$ cat src/include/bsid_pkg.sv
// shared constants and types of the boundary-scan instruction decode block
// assumes a 4-bit instruction register and a 32-bit identification register
package bsid_pkg;

    // ************************************************************
    // instruction register
    // ************************************************************
    localparam int IR_W = 4;
    localparam logic [3:0] INSTR_EXTEST = 4'h0;
    localparam logic [3:0] INSTR_SAMPLE = 4'h1;
    localparam logic [3:0] INSTR_IDCODE = 4'h2;
    localparam logic [3:0] INSTR_HIGHZ = 4'h3;
    localparam logic [3:0] INSTR_BYPASS = 4'hf;
    localparam logic [3:0] IR_CAPTURE = 4'h1;  // two low bits read 01
    localparam logic [3:0] INSTR_RESET = INSTR_IDCODE;

    // ************************************************************
    // identification register layout
    // ************************************************************
    localparam int ID_W = 32;
    localparam int ID_MANUF_LSB = 1;
    localparam int ID_PART_LSB = 12;
    localparam int ID_VER_LSB = 28;
    localparam logic ID_MARKER = 1'h1;

    // ************************************************************
    // tap states, one-hot
    // ************************************************************
    typedef enum logic [15:0] {
        TAP_RESET = 16'h0001, TAP_IDLE = 16'h0002, TAP_SEL_DR = 16'h0004,
        TAP_CAP_DR = 16'h0008, TAP_SH_DR = 16'h0010, TAP_EX1_DR = 16'h0020,
        TAP_PAU_DR = 16'h0040, TAP_EX2_DR = 16'h0080, TAP_UPD_DR = 16'h0100,
        TAP_SEL_IR = 16'h0200, TAP_CAP_IR = 16'h0400, TAP_SH_IR = 16'h0800,
        TAP_EX1_IR = 16'h1000, TAP_PAU_IR = 16'h2000, TAP_EX2_IR = 16'h4000,
        TAP_UPD_IR = 16'h8000
    } bsid_state_t;

    // which data register sits between the serial pins
    typedef enum logic [1:0] {
        PATH_BYP = 2'h0,
        PATH_ID = 2'h1,
        PATH_BSR = 2'h2
    } bsid_path_t;

    // unassigned codes fall back to the bypass path
    function automatic bsid_path_t bsid_decode(input logic [3:0] instr);
        case (instr)
            INSTR_EXTEST, INSTR_SAMPLE: bsid_decode = PATH_BSR;
            INSTR_IDCODE: bsid_decode = PATH_ID;
            default: bsid_decode = PATH_BYP;
        endcase
    endfunction

endpackage

$ cat src/include/bsid_if.sv
// strobes and mode lines from the tap core to the boundary register
// assumes every strobe is one core clock wide
`timescale 1ns/100ps
interface bsid_if;
    logic capture;  // capture-dr edge, boundary path selected
    logic shift;    // shift-dr edge, boundary path selected
    logic update;   // update-dr falling edge, boundary path selected
    logic tdi;      // synchronised serial input
    logic extest;   // external test mode is current
    logic highz;    // all outputs forced off
    logic bsr_so;   // boundary register serial output

    modport tap (output capture, shift, update, tdi, extest, highz, input bsr_so);
    modport bsr (input capture, shift, update, tdi, extest, highz, output bsr_so);
endinterface

$ cat src/verilog/bsid_boundary.sv
// boundary register: input cells, output cells and one enable cell
// assumes the strobes of the interface come from the core clock domain
`timescale 1ns/100ps
module bsid_boundary
    import bsid_pkg::*;
#(
    parameter int N_PINS = 8
) (
    input wire logic i_core_clk,
    input wire logic i_rst_b,
    bsid_if.bsr bus,
    input wire logic [N_PINS-1:0] i_func_out,
    input wire logic i_func_oe,
    input wire logic [N_PINS-1:0] i_pin_in,
    output logic [N_PINS-1:0] o_pad_out,
    output logic o_pad_oe,
    output logic [N_PINS-1:0] o_core_in
);
    localparam int L = 2 * N_PINS + 1;

    logic [N_PINS-1:0] pin_s1;
    logic [N_PINS-1:0] pin_s2;
    logic [L-1:0] bsr;
    logic [L-1:0] upd;
    logic [L-1:0] next_bsr;
    logic [N_PINS-1:0] next_pad_out;
    logic next_pad_oe;

    // ************************************************************
    // shift and update stages
    // ************************************************************
    // capture takes pin levels, functional drive and enable
    assign next_bsr = bus.capture ? {i_func_oe, i_func_out, pin_s2}
                    : bus.shift ? {bus.tdi, bsr[L-1:1]} : bsr;
    assign bus.bsr_so = bsr[0];
    // pads follow update cells only under external
    assign next_pad_out = bus.extest ? upd[2*N_PINS-1:N_PINS] : i_func_out;
    assign next_pad_oe = bus.highz ? 1'h0 : bus.extest ? upd[L-1] : i_func_oe;

    // pins are asynchronous to the core clock, two stages first
    always_ff @(posedge i_core_clk or negedge i_rst_b) begin
        if (!i_rst_b) begin
            pin_s1 <= '0;
            pin_s2 <= '0;
        end else begin
            pin_s1 <= i_pin_in;
            pin_s2 <= pin_s1;
        end
    end

    // update cells hold preloaded data so extest starts from known levels
    always_ff @(posedge i_core_clk or negedge i_rst_b) begin
        if (!i_rst_b) begin
            bsr <= '0;
            upd <= '0;
        end else begin
            bsr <= next_bsr;
            if (bus.update) begin
                upd <= bsr;
            end
        end
    end

    // registered pad side; one core clock of latency is the price of clean outputs
    always_ff @(posedge i_core_clk or negedge i_rst_b) begin
        if (!i_rst_b) begin
            o_pad_out <= '0;
            o_pad_oe <= 1'h0;
            o_core_in <= '0;
        end else begin
            o_pad_out <= next_pad_out;
            o_pad_oe <= next_pad_oe;
            o_core_in <= pin_s2;
        end
    end

    // ************************************************************
    // checks
    // ************************************************************
    a_highz_pads_off: assert property (@(posedge i_core_clk) disable iff (!i_rst_b)
        bus.highz |=> !o_pad_oe)
        else $error("pad enable active under high-impedance");
    a_extest_drive: assert property (@(posedge i_core_clk) disable iff (!i_rst_b)
        bus.extest |=> o_pad_out == $past(upd[2*N_PINS-1:N_PINS]))
        else $error("extest pads not driven from update cells");
    a_normal_drive: assert property (@(posedge i_core_clk) disable iff (!i_rst_b)
        !bus.extest |=> o_pad_out == $past(i_func_out))
        else $error("functional drive disturbed outside extest");
endmodule

$ cat src/verilog/bsid_tap.sv
// boundary-scan tap core: state machine, instruction and data registers
// assumes tck, tms, tdi and trst arrive asynchronously and tck is much slower
// than the core clock, so its edges are found by sampling
// Functional notes
// - extest puts boundary register between tdi and tdo, external test mode.
// - extest drives pins from output cells, captures pin levels into cells.
// - idcode keeps normal function and selects identification register.
// - identification register is 32 bits: maker, part and version codes.
// - reading identification register never disturbs functional operation.
// - after reset or test-logic-reset a data scan returns identification.
// - sample keeps normal operation, selects boundary, captures functional pins.
// - sample accepts shifted preload data; controller preloads before extest.
// - high-impedance instruction disables every output.
// - high-impedance uses one-bit bypass; shifting keeps outputs disabled.
// - bypass keeps normal operation and routes tdi to tdo through one stage.
// - 4-bit instruction: extest 0, sample 1, idcode 2, highz 3, bypass f.
// - bypass stage loads zero at capture-dr rising edge.
// - capture-ir loads fixed pattern with low bits 01.
// - tap advances on rising tck only, steered by tms.
`timescale 1ns/100ps
module bsid_tap
    import bsid_pkg::*;
#(
    parameter int N_PINS = 8,
    parameter logic [3:0] ID_VERSION = 4'h1,    // arbitrary value
    parameter logic [15:0] ID_PART = 16'h5a5a,  // arbitrary value
    parameter logic [10:0] ID_MANUF = 11'h2a6   // arbitrary value
) (
    input wire logic i_core_clk,
    input wire logic i_rst_b,
    input wire logic i_tck,
    input wire logic i_tms,
    input wire logic i_tdi,
    input wire logic i_trst_b,
    output logic o_tdo,
    output logic o_tdo_oe,
    input wire logic [N_PINS-1:0] i_func_out,
    input wire logic i_func_oe,
    input wire logic [N_PINS-1:0] i_pin_in,
    output logic [N_PINS-1:0] o_pad_out,
    output logic o_pad_oe,
    output logic [N_PINS-1:0] o_core_in
);
    localparam logic [ID_W-1:0] ID_VALUE =
        {ID_VERSION, ID_PART, ID_MANUF, ID_MARKER};

    // ************************************************************
    // synchronisers and edge detection
    // ************************************************************
    logic [3:0] s1;
    logic [3:0] s2;
    logic tck_d;
    logic tck_s;
    logic tms_s;
    logic tdi_s;
    logic trst_s_b;
    logic tck_rise;
    logic tck_fall;

    assign tck_s = s2[0];
    assign tms_s = s2[1];
    assign tdi_s = s2[2];
    assign trst_s_b = s2[3];
    assign tck_rise = tck_s & ~tck_d;
    assign tck_fall = ~tck_s & tck_d;

    // all four pins pass two flops; edges are taken from the second stage
    always_ff @(posedge i_core_clk or negedge i_rst_b) begin
        if (!i_rst_b) begin
            s1 <= 4'h0;
            s2 <= 4'h0;
            tck_d <= 1'h0;
        end else begin
            s1 <= {i_trst_b, i_tdi, i_tms, i_tck};
            s2 <= s1;
            tck_d <= tck_s;
        end
    end

    // ************************************************************
    // tap state machine
    // ************************************************************
    bsid_state_t state;
    bsid_state_t next_state;

    // standard transition table; tms picks the branch
    always_comb begin
        case (state)
            TAP_RESET: next_state = tms_s ? TAP_RESET : TAP_IDLE;
            TAP_IDLE: next_state = tms_s ? TAP_SEL_DR : TAP_IDLE;
            TAP_SEL_DR: next_state = tms_s ? TAP_SEL_IR : TAP_CAP_DR;
            TAP_CAP_DR: next_state = tms_s ? TAP_EX1_DR : TAP_SH_DR;
            TAP_SH_DR: next_state = tms_s ? TAP_EX1_DR : TAP_SH_DR;
            TAP_EX1_DR: next_state = tms_s ? TAP_UPD_DR : TAP_PAU_DR;
            TAP_PAU_DR: next_state = tms_s ? TAP_EX2_DR : TAP_PAU_DR;
            TAP_EX2_DR: next_state = tms_s ? TAP_UPD_DR : TAP_SH_DR;
            TAP_UPD_DR: next_state = tms_s ? TAP_SEL_DR : TAP_IDLE;
            TAP_SEL_IR: next_state = tms_s ? TAP_RESET : TAP_CAP_IR;
            TAP_CAP_IR: next_state = tms_s ? TAP_EX1_IR : TAP_SH_IR;
            TAP_SH_IR: next_state = tms_s ? TAP_EX1_IR : TAP_SH_IR;
            TAP_EX1_IR: next_state = tms_s ? TAP_UPD_IR : TAP_PAU_IR;
            TAP_PAU_IR: next_state = tms_s ? TAP_EX2_IR : TAP_PAU_IR;
            TAP_EX2_IR: next_state = tms_s ? TAP_UPD_IR : TAP_SH_IR;
            TAP_UPD_IR: next_state = tms_s ? TAP_SEL_DR : TAP_IDLE;
            default: next_state = TAP_RESET;
        endcase
    end

    // trst pin forces test-logic-reset; otherwise only rising tck moves
    always_ff @(posedge i_core_clk or negedge i_rst_b) begin
        if (!i_rst_b) begin
            state <= TAP_RESET;
        end else if (!trst_s_b) begin
            state <= TAP_RESET;
        end else if (tck_rise) begin
            state <= next_state;
        end
    end

    // ************************************************************
    // instruction register
    // ************************************************************
    logic [IR_W-1:0] ir_sh;
    logic [IR_W-1:0] instr;
    logic [IR_W-1:0] next_ir_sh;
    logic [IR_W-1:0] next_instr;
    logic in_reset;
    logic ir_update;

    assign in_reset = (state == TAP_RESET) || !trst_s_b;
    assign ir_update = tck_fall && (state == TAP_UPD_IR);
    assign next_ir_sh = (state == TAP_CAP_IR) ? IR_CAPTURE
                      : (state == TAP_SH_IR) ? {tdi_s, ir_sh[IR_W-1:1]} : ir_sh;
    // reset has priority so a stale update never survives test-logic-reset
    assign next_instr = in_reset ? INSTR_RESET
                      : ir_update ? ir_sh : instr;

    // shift stages move on rising tck, the current instruction on falling
    always_ff @(posedge i_core_clk or negedge i_rst_b) begin
        if (!i_rst_b) begin
            ir_sh <= IR_CAPTURE;
            instr <= INSTR_RESET;
        end else begin
            if (tck_rise) begin
                ir_sh <= next_ir_sh;
            end
            instr <= next_instr;
        end
    end

    // ************************************************************
    // instruction decode
    // ************************************************************
    bsid_path_t path;
    logic sel_bsr;
    logic sel_id;
    logic sel_byp;

    assign path = bsid_decode(instr);
    assign sel_bsr = (path == PATH_BSR);
    assign sel_id = (path == PATH_ID);
    assign sel_byp = (path == PATH_BYP);

    // ************************************************************
    // bypass and identification registers
    // ************************************************************
    logic byp;
    logic [ID_W-1:0] id_sh;
    logic cap_dr;
    logic sh_dr;

    assign cap_dr = tck_rise && (state == TAP_CAP_DR);
    assign sh_dr = tck_rise && (state == TAP_SH_DR);

    // the id register is read-only; nothing here reaches functional logic
    always_ff @(posedge i_core_clk or negedge i_rst_b) begin
        if (!i_rst_b) begin
            byp <= 1'h0;
            id_sh <= ID_VALUE;
        end else begin
            if (cap_dr && sel_byp) begin
                byp <= 1'h0;
            end else if (sh_dr && sel_byp) begin
                byp <= tdi_s;
            end
            if (cap_dr && sel_id) begin
                id_sh <= ID_VALUE;
            end else if (sh_dr && sel_id) begin
                id_sh <= {tdi_s, id_sh[ID_W-1:1]};
            end
        end
    end

    // ************************************************************
    // boundary register and pad control
    // ************************************************************
    bsid_if bus ();

    assign bus.capture = cap_dr && sel_bsr;
    assign bus.shift = sh_dr && sel_bsr;
    assign bus.update = tck_fall && (state == TAP_UPD_DR) && sel_bsr;
    assign bus.tdi = tdi_s;
    assign bus.extest = (instr == INSTR_EXTEST);
    assign bus.highz = (instr == INSTR_HIGHZ);

    bsid_boundary #(
        .N_PINS(N_PINS)
    ) u_boundary (
        .i_core_clk(i_core_clk),
        .i_rst_b(i_rst_b),
        .bus(bus),
        .i_func_out(i_func_out),
        .i_func_oe(i_func_oe),
        .i_pin_in(i_pin_in),
        .o_pad_out(o_pad_out),
        .o_pad_oe(o_pad_oe),
        .o_core_in(o_core_in)
    );

    // ************************************************************
    // serial output
    // ************************************************************
    logic shifting;
    logic dr_bit;
    logic next_tdo;

    assign shifting = (state == TAP_SH_IR) || (state == TAP_SH_DR);
    assign dr_bit = sel_bsr ? bus.bsr_so : sel_id ? id_sh[0] : byp;
    assign next_tdo = (state == TAP_SH_IR) ? ir_sh[0] : dr_bit;

    // tdo changes on falling tck so the controller samples a settled bit
    always_ff @(posedge i_core_clk or negedge i_rst_b) begin
        if (!i_rst_b) begin
            o_tdo <= 1'h0;
            o_tdo_oe <= 1'h0;
        end else if (tck_fall) begin
            o_tdo <= next_tdo;
            o_tdo_oe <= shifting;
        end
    end

    // ************************************************************
    // checks
    // ************************************************************
    // state machine and instruction register
    a_tap_holds_still: assert property (@(posedge i_core_clk) disable iff (!i_rst_b)
        (!tck_rise && trst_s_b) |=> $stable(state))
        else $error("tap state moved without rising tck");
    a_trst_to_reset: assert property (@(posedge i_core_clk) disable iff (!i_rst_b)
        !trst_s_b |=> state == TAP_RESET && instr == INSTR_RESET)
        else $error("test reset pin did not force test-logic-reset");
    a_ir_capture_01: assert property (@(posedge i_core_clk) disable iff (!i_rst_b)
        (tck_rise && state == TAP_CAP_IR) |=> ir_sh[1:0] == 2'b01)
        else $error("capture-ir pattern wrong");
    a_ir_update_latch: assert property (@(posedge i_core_clk) disable iff (!i_rst_b)
        (ir_update && trst_s_b) |=> instr == $past(ir_sh))
        else $error("instruction not latched at update-ir");
    a_reset_to_id: assert property (@(posedge i_core_clk) disable iff (!i_rst_b)
        (state == TAP_RESET) |=> sel_id && instr == INSTR_IDCODE)
        else $error("test-logic-reset did not select identification");

    // data registers and serial output; each path must reach tdo one bit per tck
    a_id_capture: assert property (@(posedge i_core_clk) disable iff (!i_rst_b)
        (cap_dr && instr == INSTR_IDCODE) |=> id_sh == ID_VALUE)
        else $error("identification capture wrong");
    a_id_shift_in: assert property (@(posedge i_core_clk) disable iff (!i_rst_b)
        (sh_dr && sel_id) |=> id_sh == {$past(tdi_s), $past(id_sh[ID_W-1:1])})
        else $error("identification register did not shift");
    a_bypass_zero: assert property (@(posedge i_core_clk) disable iff (!i_rst_b)
        (cap_dr && sel_byp) |=> !byp)
        else $error("bypass stage not cleared at capture-dr");
    a_bypass_tdo: assert property (@(posedge i_core_clk) disable iff (!i_rst_b)
        (tck_fall && state == TAP_SH_DR && sel_byp) |=> o_tdo == $past(byp) && o_tdo_oe)
        else $error("bypass bit not on tdo");
    a_bsr_tdo: assert property (@(posedge i_core_clk) disable iff (!i_rst_b)
        (tck_fall && state == TAP_SH_DR && sel_bsr) |=> o_tdo == $past(bus.bsr_so))
        else $error("boundary bit not on tdo");
    a_id_tdo: assert property (@(posedge i_core_clk) disable iff (!i_rst_b)
        (tck_fall && state == TAP_SH_DR && sel_id) |=> o_tdo == $past(id_sh[0]))
        else $error("identification bit not on tdo");
    a_ir_tdo: assert property (@(posedge i_core_clk) disable iff (!i_rst_b)
        (tck_fall && state == TAP_SH_IR) |=> o_tdo == $past(ir_sh[0]) && o_tdo_oe)
        else $error("instruction bit not on tdo");

    // decode of the current instruction
    a_unassigned_byp: assert property (@(posedge i_core_clk) disable iff (!i_rst_b)
        (instr > INSTR_HIGHZ) |-> sel_byp && !bus.extest && !bus.highz)
        else $error("unassigned code not treated as bypass");
    a_highz_bypass: assert property (@(posedge i_core_clk) disable iff (!i_rst_b)
        bus.highz |-> sel_byp && !bus.extest)
        else $error("high-impedance did not select the bypass stage");

    c_id_shift: cover property (@(posedge i_core_clk) disable iff (!i_rst_b)
        sh_dr && sel_id);
    c_extest_on: cover property (@(posedge i_core_clk) disable iff (!i_rst_b)
        $rose(bus.extest));
    c_highz_on: cover property (@(posedge i_core_clk) disable iff (!i_rst_b)
        bus.highz && sh_dr);
    c_preload: cover property (@(posedge i_core_clk) disable iff (!i_rst_b)
        bus.update && instr == INSTR_SAMPLE);
    c_unassigned: cover property (@(posedge i_core_clk) disable iff (!i_rst_b)
        sh_dr && sel_byp && instr != INSTR_BYPASS && instr != INSTR_HIGHZ);
endmodule

$ cat config.mk
export PLATFORM = sky130hd
export DESIGN_NAME = bsid_tap
export DESIGN_NICKNAME = d
export VERILOG_FILES = /design/src/include/bsid_pkg.sv /design/src/include/bsid_if.sv /design/src/verilog/bsid_boundary.sv /design/src/verilog/bsid_tap.sv
export SDC_FILE = /design/constraint.sdc
export NUM_CORES = 1
export LEC_CHECK = 0
export BUFFER_PORTS_ARGS = -buffer_cell sky130_fd_sc_hd__buf_2
export CORE_MARGIN = 2
export CORE_UTILIZATION = 50
export CTS_CLUSTER_SIZE = 28
export DETAILED_ROUTE_END_ITERATION = 7
export PLACE_DENSITY_LB_ADDON = 0.05
export SKIP_LAST_GASP = 1
export SYNTH_ARGS = -nofsm -noshare
export SYNTH_HDL_FRONTEND = slang
export SYNTH_SLANG_ARGS = --single-unit
$ cat constraint.sdc
create_clock -name i_core_clk -period 2.4 [get_ports i_core_clk]
set_input_delay 0.12 -clock i_core_clk [delete_from_list [all_inputs] [get_ports i_core_clk]]
set_output_delay 0.12 -clock i_core_clk [all_outputs]
set_load 0.03 [all_outputs]
After elaboration in Yosys (flattened, before gate mapping):

Index checks and enable logic that the tools add are counted.

* register bits: 135
* output and inout bits: 19
* input port bits: 23
* logic and storage cells: 101

* bitwise gates (word level): 4
* mux-type cells: 32
* equal/unequal tests: 22
* reduce and logical (&&, ||, !) cells: 26

Operators with widths (number)
* $pmux 16 s12: 1
* $mux 16: 4
* $mux 32: 2
* $mux 17: 2
* $mux 9: 2
* $eq 16x1->1 const B: 1
* $eq 16x10->1 const B: 1
* $eq 16x11->1 const B: 1
* $eq 16x12->1 const B: 1
* $eq 16x13->1 const B: 1
* $eq 16x14->1 const B: 1
* $eq 16x15->1 const B: 1
* $eq 16x16->1 const B: 1
* $eq 16x2->1 const B: 1
* $eq 16x3->1 const B: 1
* $eq 16x4->1 const B: 1
* $eq 16x5->1 const B: 1
* $eq 16x6->1 const B: 1
* $eq 16x7->1 const B: 1
* $eq 16x8->1 const B: 1
* $eq 16x9->1 const B: 1
* $mux 4: 4
* $mux 8: 2
* $mux 15: 1
* 24 further kinds: 50

Longest topological paths before layout:

* depth in word-level cells: 7
* depth in mapped cells: 8
* mapped depth without buffers: 5

Cells and area by module:

A second synthesis with hierarchy kept.

* cells, all modules: 497
* area, all modules: 5444.0 µm²

By module, submodules not included
* bsid_tap: cells each 361, times used 1, area each 3383.2 µm², seq. area each 1724.2 µm²
* bsid_boundary: cells each 136, times used 1, area each 2060.7 µm², seq. area each 1476.4 µm²

Worst setup path after synthesis:

No wires, ideal clock.

* kind: register -> register
* start: register state[12]
* end: register u_boundary.upd[10]
* arrival: 1.916 ns
* required time: 2.275 ns
* path slack: 0.359 ns
* library setup time: 0.125 ns
* period minus slack after synthesis: 2.041 ns
* buffers on the path: 2
* stages on the path, launching flop included: 7
* cells stage by stage: dfrtp_1 clkbuf_1 nor4_2 buf_2 nand4_1 nor3_4 mux2_2

* longest elaborated chain between the ends: 3

RTL lines
* start: declaration: RTL line bsid_tap.sv:83 `bsid_state_t state;`
* start signal: assignment: RTL line bsid_tap.sv:116 `state <= next_state;`
* $eq 16x9->1: RTL line bsid_tap.sv:201 `assign bus.update = tck_fall && (state == TAP_UPD_DR) && sel_bsr;`
* $logic_and 1x1->1 (2 in a row): RTL line bsid_tap.sv:201
* end signal: assignment: RTL line bsid_boundary.sv:59 `upd <= bsr;`
* end: declaration: RTL line bsid_boundary.sv:24 `logic [L-1:0] upd;`

Every way passes these cells.
A chain may end at the register's enable or synchronous reset.

Final worst setup path:

* start: register state[3]
* end: register ir_sh[3]

* longest elaborated chain between the ends: 3
* elaborated cells on any way between the ends: 5
* classes of those cells: eq/ne (2); mux (1); reduce/logical (2)

RTL lines
* $eq 16x11->1 or $eq 16x12->1 (tied branches): RTL line bsid_tap.sv:132, bsid_tap.sv:133
* $reduce_bool 2->1 (no source line)
* $reduce_and 2->1 (no source line)
* end signal: assignment: RTL line bsid_tap.sv:145 `ir_sh <= next_ir_sh;`
* end: declaration: RTL line bsid_tap.sv:123 `logic [IR_W-1:0] ir_sh;`

Parallel ways exist; a longest one is shown, timed or not.

==> flow_metrics.tcl <==
set metrics [dict create \
    ys_warn_count 0 \
    max_stage_delay_ns 0.54 \
    yosys_register_bits 127 \
    min_path_type "in -> async" \
    finalHoldViolations 0 \
    outcome "finished, final reports clean" \
    grtUsageTotal 0.216 \
    crit_top_cell "nand2_1" \
    dieArea_sq_um 11700 \
    routabilityCongestion 0.873 \
    r2r_end "ir_sh[3]" \
    fmax_mhz 444 \
    ys.flop_type "dfrtp_1" \
    grt_max_degree 57 \
    antenna_left 0 \
    p_total_mw 4.94 \
    clk_pin_slew_ns 0.06 \
    finalSetupViolations 0 \
    cp_cell_sequence "nor4_4 > nand2_1 > nor3_1 > nand2_1 > a22o_1" \
    tightest_slew_ns 0.596 \
    synth_area_per_cell_sq_um 10.8 \
    cp_slowest_cell "nor4_4" \
    start_util 0.507 \
    rsz0062_at_grt "false" \
    drc 0 \
    critPathCaptureType "flip-flop" \
    drt-initial-drc-count 216 \
    numPortBuffers 41 \
    critPathKind "reg -> reg" \
    clock_latency_ns 0.54 \
    rrSetupSlack_ns 0.15 \
    final_nets 600 \
    antenna_found_initial 0 \
    required_ns 2.82 \
    cts_tree "built" \
    grt_overflow 0 \
    cts_max_level 4 \
    finalMaxSlewViolations 0 \
    syn_nets 527 \
    ys_seq_area_frac 0.588 \
    dpl_cell_area_sq_um 5900 \
    antenna_cells 0 \
    wl_microns 11200 \
    synthToLayoutAreaGrowth_pct 22.7 \
    p_leak_nw 2.96 \
    root_buffer "clkbuf_8" \
    clockBufferDepth 2 \
    startpoint "state[3]" \
    worst-r2r-cell-count 5 \
    dp_hpwl_microns 7210 \
    synthArstFlopShare 1.00 \
    layout-drive-gt1-share 0.239 \
    finalCritPeriodShare 0.939 \
    synth.area.top_cells "dfrtp_1, dfstp_2, nand2_1" \
    drt-wirelength-per-cell_microns 15.3 \
    syn_inst 504 \
    vdd_drop_max_v 0.000653 \
    die_w_microns 108 \
    relSlewSlack 0.597 \
    synth_edf_count 0 \
    fin_worst_skew_ns 0.00833 \
    drtPass1Iterations 4 \
    synth_largest_area_cell "dfrtp_1" \
    grt_pass1_wl_microns 19100 \
    endpoint "ir_sh[3]" \
    clock_sinks 127 \
    design_area_sq_um 6680 \
    setup_tns_ns 0 \
    synth.distinct_cells 49 \
    crit_path_max_fanout 9 \
    viasPerCell 5.32 \
    ios 42 \
    period_needed_ns 2.25 \
    reg2reg_from "state[3]" \
    cap_violations 0 \
    grt_pass1_vias 3894 \
    start_kind "flip-flop" \
    fp-row-count 38 \
    crit_arrival_ns 2.67 \
    dr_total_vias 3885 \
    p_per_area_nw_per_um2 740 \
    synth.top_cell.area_share 0.501 \
    core_area_sq_um 10700 \
    syn_area_sq_um 5440 \
    die_h_microns 108 \
    cts_made_buffers 17 \
]
==> layer usage <==
metal,global-route usage,part of all wire
met1,0.290,0.47
met2,0.327,0.48
met3,0.0802,0.045
met4,0.0668,0.012
met5,0,0
==> cells in the mapped netlist (6+ instances only) <==
cell type	n
a21oi_1	24
a22o_1	8
and2_1	6
buf_2	11
clkbuf_1	18
dfrtp_1	109
dfstp_2	18
inv_1	7
mux2_2	14
mux2i_1	18
nand2_1	73
nand3_1	27
nand4_1	9
nor2_1	43
nor2b_1	8
nor3_1	11
nor4b_1	6
o21ai_0	13
o21ai_1	13
==> layout by cell type (no fill, tap or decap), types with 7 or more instances in the layout <==
cell type and count:
a21oi_1 24, a22o_1 8, buf_2 40, buf_4 22
clkbuf_16 16, dfrtp_1 109, dfstp_2 18, dlygate4sd3_1 22
inv_1 7, mux2_2 14, mux2i_1 18, nand2_1 73
nand3_1 27, nand4_1 9, nor2_1 43, nor2b_1 8
nor3_1 10, o21ai_0 13, o21ai_1 13
==> logic make-up (layout without fill, tap and decap cells) <==
family,Yosys count,in the layout,synth area share
AO/OA/AOI/OAI,80,80,0.0901
XOR/XNOR,7,7,0.0113
multiplexers,35,35,0.0683
buffers and inverters,41,127,0.0363
flip-flops,127,127,0.588
AND/OR/NAND/NOR,214,214,0.206
==> state kept, by name (all words and copies together), names as in the netlist, 4 cells and up <==
signal	cells
id_sh	32
u_boundary.bsr	17
state	16
u_boundary.upd	9
u_boundary.o_core_in	8
u_boundary.o_pad_out	8
u_boundary.pin_s1	8
u_boundary.pin_s2	8
instr	4
ir_sh	4
s1	4
s2	4
==> worst max-delay path: cells and delay by family, from the launching register on <==
kind / cells / cell delay [ns]
DFF: 1 / 0.47
and+or+nand+nor: 4 / 1.40
AOI/OAI and AO/OA: 1 / 0.27
==> where the power goes <==
part           leakage, nW  internal (mW)  total (mW)  switching (mW)
Sequential            1.56           2.19        2.23          0.0412
Combinational         1.13          0.115       0.285           0.170
Clock                0.270           1.42        2.42            1.01
Total                 2.96           3.72        4.94            1.22
==> worst min-delay path by stage <==
stage | from | to
global route | i_rst_b | state[10]
finish | i_rst_b | state[10]
detailed placement | i_rst_b | state[10]
floorplan | i_rst_b | byp
CTS | i_rst_b | state[10]
global placement | i_rst_b | state[10]
==> through the flow <==
stage	instances	setup slack [ns]	utilization	hold slack, ns
2_1_floorplan	504	0.359	-	-0.176
3_3_place_gp	676	0.122	0.549	0.143
3_5_place_dp	676	0.147	0.549	0.152
4_1_cts	730	0.126	0.622	0.131
5_1_grt	730	0.00883	0.622	0.161
6_report	730	0.145	0.622	0.131
==> cell type report <==
type | count | area, sq um
clock buffer | 18 | 428
clock inverter | 14 | 135
fill | 931 | 4070
inverter | 7 | 26.3
multi-input combinational | 336 | 2050
sequential | 127 | 3200
tap | 140 | 175
timing repair buffer | 88 | 666
==> timing repair <==
item	CTS	global route
gates resized for setup	0	0
setup buffers	0	0
hold endpoints to repair	77	0
hold buffers	22	0
endpoints found under the setup margin	0	5
(Power assumes the default switching activity.)
